## config.mk

```make
export PLATFORM = sky130hd
export DESIGN_NAME = four_channel_input_filter
export DESIGN_NICKNAME = d
export VERILOG_FILES = /design/src/filt_pkg.sv /design/src/chan_filter.sv /design/src/input_filter.sv
export SDC_FILE = /design/constraint.sdc
export NUM_CORES = 1
export LEC_CHECK = 0
export ABC_AREA = 1
export CORE_MARGIN = 4
export CORE_UTILIZATION = 60
export DETAILED_ROUTE_END_ITERATION = 8
export DONT_BUFFER_PORTS = 1
export GPL_TIMING_DRIVEN = 0
export PLACE_DENSITY = 0.77
export RECOVER_POWER = 50
export SLEW_MARGIN = 5
export SYNTH_ARGS = -nofsm -noshare
export SYNTH_HDL_FRONTEND = slang
export SYNTH_SLANG_ARGS = --single-unit
```

## constraint.sdc

```tcl
create_clock -name ref_clk -period 5.2 [get_ports ref_clk]
set_input_delay 0.52 -clock ref_clk [delete_from_list [all_inputs] [get_ports ref_clk]]
set_output_delay 0.52 -clock ref_clk [all_outputs]
set_load 0.02 [all_outputs]
```

## src/filt_pkg.sv

```systemverilog
// Behaviour
// - Filter function is on while mode word low byte holds BCD 60.
// - In filter mode all four inputs are plain filtered discrete inputs.
// - Each input has its own delay; filter output is its logical value.
// - Levels longer than delay pass, both edges delayed by that delay.
// - Pulses shorter than the delay are dropped; output stays off.
// - Delay is 10 to 99 ms, two BCD digits in config upper byte.
// - One config word per input, inputs 0 to 3 in consecutive order.
// - Mode upper byte 20 selects power-up-in-run; writes act immediately.
package filt_pkg;
   localparam int          NUM_IN       = 4;
   localparam int          CLK_HZ       = 250_000_000;
   localparam int          TICK_MS      = 1;
   localparam int          TICK_CYCLES  = CLK_HZ / 1000 * TICK_MS;
   localparam logic [7:0]  MODE_FILTER  = 8'h60;
   localparam logic [7:0]  OPT_RUN      = 8'h20;
   localparam logic [7:0]  CFG_FILTER   = 8'h06;
   localparam logic [6:0]  DELAY_MIN    = 7'd10;
   localparam logic [6:0]  DELAY_MAX    = 7'd99;
   localparam logic [15:0] MODE_RESET   = 16'h0000;
   localparam logic [15:0] CFG_RESET    = 16'h1006;
   localparam logic [2:0]  SEL_MODE     = 3'h0;
   localparam logic [2:0]  SEL_CFG0     = 3'h1;

   // One register write from the scanning controller
   typedef struct packed {
      logic        wr;
      logic [2:0]  sel;
      logic [15:0] data;
   } reg_wr_t;
endpackage

```

## src/chan_filter.sv

```systemverilog
`timescale 1ns/1ps
`default_nettype none
module chan_filter (
   input  wire logic       ref_clk,
   input  wire logic       reset,
   input  wire logic       enable,
   input  wire logic       tick,
   input  wire logic [6:0] delay_ms,
   input  wire logic       pin_sync,
   output logic            level
);
   import filt_pkg::*;
   logic [6:0] count_reg;

   // Count ticks while the input differs from the output
   always_ff @(posedge ref_clk) begin
      if (reset || !enable) begin
         level     <= 1'b0;
         count_reg <= 7'd0;
      end else if (pin_sync == level) begin
         count_reg <= 7'd0; // Short pulse discarded
      end else if (tick) begin
         if (count_reg + 7'd1 >= delay_ms) begin
            level     <= pin_sync;
            count_reg <= 7'd0;
         end else begin
            count_reg <= count_reg + 7'd1;
         end
      end
   end
endmodule // chan_filter
`default_nettype wire

```

## src/input_filter.sv

```systemverilog
`timescale 1ns/1ps
`default_nettype none
module four_channel_input_filter #(
   parameter int TICK_LEN = filt_pkg::TICK_CYCLES // Core cycles per 1 ms tick; a bench may shorten it
) (
   input  wire logic                        ref_clk,
   input  wire logic                        reset,
   input  wire filt_pkg::reg_wr_t           reg_wr,
   input  wire logic [2:0]                  rd_sel,
   output logic [15:0]                      rd_data,
   input  wire logic [filt_pkg::NUM_IN-1:0] in_point,
   output logic [filt_pkg::NUM_IN-1:0]      in_image,
   output logic                             filter_on,
   output logic                             run_at_powerup
);
   import filt_pkg::*;

   // Register file, synchroniser, tick divider and decode state
   logic [15:0]       mode_reg;
   logic [15:0]       cfg_reg [NUM_IN];
   logic [NUM_IN-1:0] meta_reg;
   logic [NUM_IN-1:0] sync_reg;
   logic [17:0]       div_reg;
   logic              tick;
   logic [NUM_IN-1:0] level;
   logic              wr_mode;
   logic              wr_cfg;
   logic [1:0]        wr_idx;
   logic [1:0]        rd_idx;

   // BCD byte to binary, clamped; eight bits so bad digits cannot wrap
   function automatic logic [6:0] bcd_delay(input logic [7:0] b);
      logic [7:0] v;
      v = 8'(b[7:4]) * 8'd10 + 8'(b[3:0]);
      if (v < 8'(DELAY_MIN))
         v = 8'(DELAY_MIN);
      if (v > 8'(DELAY_MAX))
         v = 8'(DELAY_MAX);
      return v[6:0];
   endfunction

   // True when a select code addresses one of the input config words
   function automatic logic cfg_hit(input logic [2:0] sel);
      return (sel >= SEL_CFG0) && (sel < SEL_CFG0 + 3'(NUM_IN));
   endfunction

   // Select code to config word index, input 0 first
   function automatic logic [1:0] cfg_index(input logic [2:0] sel);
      logic [2:0] d;
      d = sel - SEL_CFG0;
      return d[1:0];
   endfunction

   // Strobes decoded once, shared by the register process and the checks
   assign wr_mode = reg_wr.wr && (reg_wr.sel == SEL_MODE);
   assign wr_cfg  = reg_wr.wr && cfg_hit(reg_wr.sel);
   assign wr_idx  = cfg_index(reg_wr.sel);
   assign rd_idx  = cfg_index(rd_sel);

   // Register writes take effect on the next edge
   always_ff @(posedge ref_clk) begin
      if (reset) begin
         mode_reg <= MODE_RESET;
         for (int i = 0; i < NUM_IN; i++)
            cfg_reg[i] <= CFG_RESET;
      end else if (wr_mode) begin
         mode_reg <= reg_wr.data;
      end else if (wr_cfg) begin
         cfg_reg[wr_idx] <= reg_wr.data;
      end
   end

   // Readback; unmapped selects read zero
   always_ff @(posedge ref_clk) begin
      if (reset)
         rd_data <= 16'h0000;
      else if (rd_sel == SEL_MODE)
         rd_data <= mode_reg;
      else if (cfg_hit(rd_sel))
         rd_data <= cfg_reg[rd_idx];
      else
         rd_data <= 16'h0000;
   end

   // Field pins are asynchronous: two flops first
   always_ff @(posedge ref_clk) begin
      if (reset) begin
         meta_reg <= '0;
         sync_reg <= '0;
      end else begin
         meta_reg <= in_point;
         sync_reg <= meta_reg;
      end
   end

   // Millisecond tick divider
   always_ff @(posedge ref_clk) begin
      if (reset || tick)
         div_reg <= 18'd0;
      else
         div_reg <= div_reg + 18'd1;
   end
   assign tick = (div_reg == 18'(TICK_LEN - 1));

   assign filter_on      = (mode_reg[7:0] == MODE_FILTER);
   assign run_at_powerup = (mode_reg[15:8] == OPT_RUN);

   // One filter per input, each with its own delay
   // The tick is shared, so a delay lands up to one tick early: cheaper than four dividers
   for (genvar g = 0; g < NUM_IN; g++) begin : g_ch
      chan_filter u_ch (
         .ref_clk  (ref_clk),
         .reset    (reset),
         .enable   (filter_on),
         .tick     (tick),
         .delay_ms (bcd_delay(cfg_reg[g][15:8])),
         .pin_sync (sync_reg[g]),
         .level    (level[g])
      );
   end

   // Every input is a plain filtered point; no special functions
   always_ff @(posedge ref_clk) begin
      if (reset)
         in_image <= '0;
      else
         in_image <= level;
   end
endmodule // four_channel_input_filter
`default_nettype wire
```

==> key figures <==
Outcome
  – Status: complete, but fails checks
  – Failing checks: capacitance limit, slew limit

Drt
  – DR iter-0 viols: 628
  – Vias per cell: 5.57
  – Detailed Routing Iterations Pass 1: 5
  – Total vias in the final route: roughly 7,700
  – Final ANT Viol Nets: 0
  – Drt wl/cell: around 15 um
  – Detailed Route WL: 21,100 um
  – DRC: 0

GRT
  – Initial antenna violation count: 0
  – Largest net degree at the start of global routing: 17
  – Global-route wire length before repair: 34,100 um
  – Gr ovfl total: 0
  – GRT Total Usage: 25.5%
  – Vias in the first global route: 7,206

Clock tree
  – Max clock buf depth: 2
  – CTS Sinks: around 160
  – Clk slew on worst S/H paths: 70 ps
  – Post-CTS setup buffer count: 0
  – Cts hold-fix bufs: 0
  – Htree depth: 4
  – CTS resizes: 0
  – CTS tree: yes
  – Clk_lat worst skew: 430 ps
  – Num CTS Buffers: 17
  – Clk Tree Root Cell: clkbuf_16

Timing
  – Worst slew pin tran: between 2000 and 3000 ps
  – Final Setup Violations: 0
  – Pins Over Slew Limit: 17
  – Final Skew: between 8 and 9 ps
  – Setup tns final: 0 ps
  – Slew Limit Headroom: -70.9%
  – Fmax: about 260 MHz
  – RSZ-0062 raised after global routing: false
  – Final Hold Fails: 0
  – PnR worst setup slack: 1380 ps
  – Min cycle time layout: ~3800 ps
  – Crit share post-route: 73.5%

Floorplanning
  – CORE AREA: 0.0147 mm^2
  – Die width: 131 um
  – Die area: about 0.017 mm^2
  – Rows: 44
  – # IOs: 51
  – Die Y-Extent: 131 um
  – Starting Density: 61.8%

Power
  – PD cells: about 330 mW/mm^2
  – Leakage: 4.47 nW
  – Max VDD drop: 0.376 mV
  – Total chip power: around 3.3 mW

Layout
  – Multi-input logic area: about 0.0045 mm^2
  – Fillcell total: approximately 1,200
  – Area growth, synth to finish: 8.81%
  – Diode count: 0
  – Share of post-route cells with drive strength above 1: 5.95%
  – # nets final: 1,282
  – Reg area: 0.00380 mm^2
  – Max reg flops: 64

Worst setup path
  – Flop2flop setup slack: 1380 ps
  – CP peak stage delay: 510 ps
  – Arr. time, crit path: 4130 ps
  – Critical R2R Capture: g_ch[0].u_ch.count_reg[0]
  – Type of destination of the critical path: flop
  – Cell mode on critical path: nand2_1
  – Largest fanout on the critical path: 7
  – Critical path data required time: between 5000 and 6000 ps
  – Reg2reg start: cfg_reg[0][13]
  – Critical-path cell with the highest stage delay: fa_1
  – Worst-path cell chain: ha_1, ha_1, fa_1, nand2_1, inv_2, nand3_1, nand2_1, nand2_1, nand3_2, nand3_1, nand2_2, nand3b_1, ha_1, nand2_1, o21ai_0, nand4_1, o211ai_1, nand2_1, nand2_1, a21oi_1
  – R2r worst-path depth: 20
  – CP startpoint kind: flop
  – Setup crit start: cfg_reg[0][13]
  – Crit Path Category: flop to flop
  – Worst setup path end: g_ch[0].u_ch.count_reg[0]

Yosys
  – Seq/Total Area, Yosys: 41.8%
  – Most frequent cell after synthesis: nand2_1
  – Commonest cells post-synth: nand2_1, nor2_1, inv_1
  – Synth top area share: 21.1%
  – Complex-gate fraction of the synthesized area: 10.6%
  – Mapped Nets: 1,263
  – Area of the mapped netlist: 0.00909 mm^2
  – Largest area contributor in the synthesized netlist: edfxtp_1
  – Gate Count Post-Synth: 1,161
  – Synth Register Bits: 158
  – Async SR Flop Fraction: 0%
  – Synth Area in XOR/XNOR: 2.31%
  – Combinational family with the most area after synthesis: simple AND/OR/NAND/NOR gates
  – Post-synthesis adder-cell area fraction: 10.7%
  – Post-synth EDFFs: 64
  – Synthesized area per cell: 7.83 um^2
  – Mux cell area share after synthesis: less than 1%
  – Yosys warning count: 0
  – Synth top area cells: edfxtp_1, dfxtp_1, nand2_1
  – Most common flop cell mapped by yosys: dfxtp_1
  – Post-synthesis simple-gate area fraction: 25.8%
  – Synth unique cells: 42

Placement
  – Post-DP HPWL: 16,000 um
  – Post-Place Setup Slack: 1380 ps
  – Port Buf Inserts: 0
  – Gpl congestion: 0.892

Flow run
  – Number of max-cap violations: 1

Min path
  – Worst Hold Class: input port to flop
layer usage:
metal  routed length (um)  GRT usage (%)  vias to the layer above
li1                     -              -                     3855
met1                 8430           29.1                     3526
met2                10600           44.5                      230
met3                 1120           5.59                       65
met4                 1020           13.6                        0
met5                    0              0                        -
area by class of cell:
type,count,area share [%]
well taps,184,2.33
multi-input cells,821,45.9
plain buffers,29,1.28
flip-flops and latches,158,38.5
clock buffers,20,5.06
clock inverters,12,1.13
inverters,153,5.81
worst min-delay path by stage:
stage	start	cells after the start	endpoint
after floorplan	meta_reg[0]	2	sync_reg[0]
after global placement	meta_reg[1]	2	sync_reg[1]
after CTS	in_point[2]	2	meta_reg[2]
after detailed placement	meta_reg[0]	2	sync_reg[0]
after global routing	in_point[2]	2	meta_reg[2]
final	in_point[3]	2	meta_reg[3]
metrics by stage:
| stage | instances | hold slack (ps) | util (%) | instance area, um^2 |
|---|---|---|---|---|
| floorplan | 1161 | 388 | - | 9090 |
| global placement | 1345 | 393 | 63.4 | 9320 |
| detailed placement | 1345 | 393 | 63.5 | 9330 |
| CTS | 1377 | 189 | 67.7 | 9950 |
| global route | 1377 | 191 | 67.3 | 9890 |
| finish | 1377 | 188 | 67.3 | 9890 |
worst max-delay path: cells and delay by family, from the launching register on:
family	cells	cell delay (ps)
AO/OA/AOI/OAI	3	460
AND/OR/NAND/NOR	12	1270
flip-flops	1	470
adder cells (fa/ha/maj)	4	1400
buffers and inverters	1	80
where the power goes:
group / switching [mW] / internal, mW / total (mW)
sequential: 0.0479 / 1.35 / 1.39
clock: 0.556 / 0.716 / 1.27
combinational: 0.390 / 0.215 / 0.605
total: 0.994 / 2.28 / 3.27
layout by cell type (no fill, tap or decap), types with 17 or more instances in the layout:
cell / n
nand2_1: 228
nor2_1: 178
inv_1: 149
dfxtp_1: 94
a21oi_1: 73
ha_1: 65
o21ai_0: 64
edfxtp_1: 64
nand3_1: 57
clkbuf_1: 24
clkbuf_16: 20
nand4_1: 18
xor2_1: 17
cell families after synthesis:
| kind of cell | Yosys count |
|---|---|
| and+or+nand+nor | 539 |
| buffers and inverters | 182 |
| AOI/OAI and AO/OA | 178 |
| DFF | 158 |
| adders and majority gates | 73 |
| xor gates and xnor gates | 24 |
| muxes | 7 |
No activity file was read; power rests on OpenSTA's default activity.
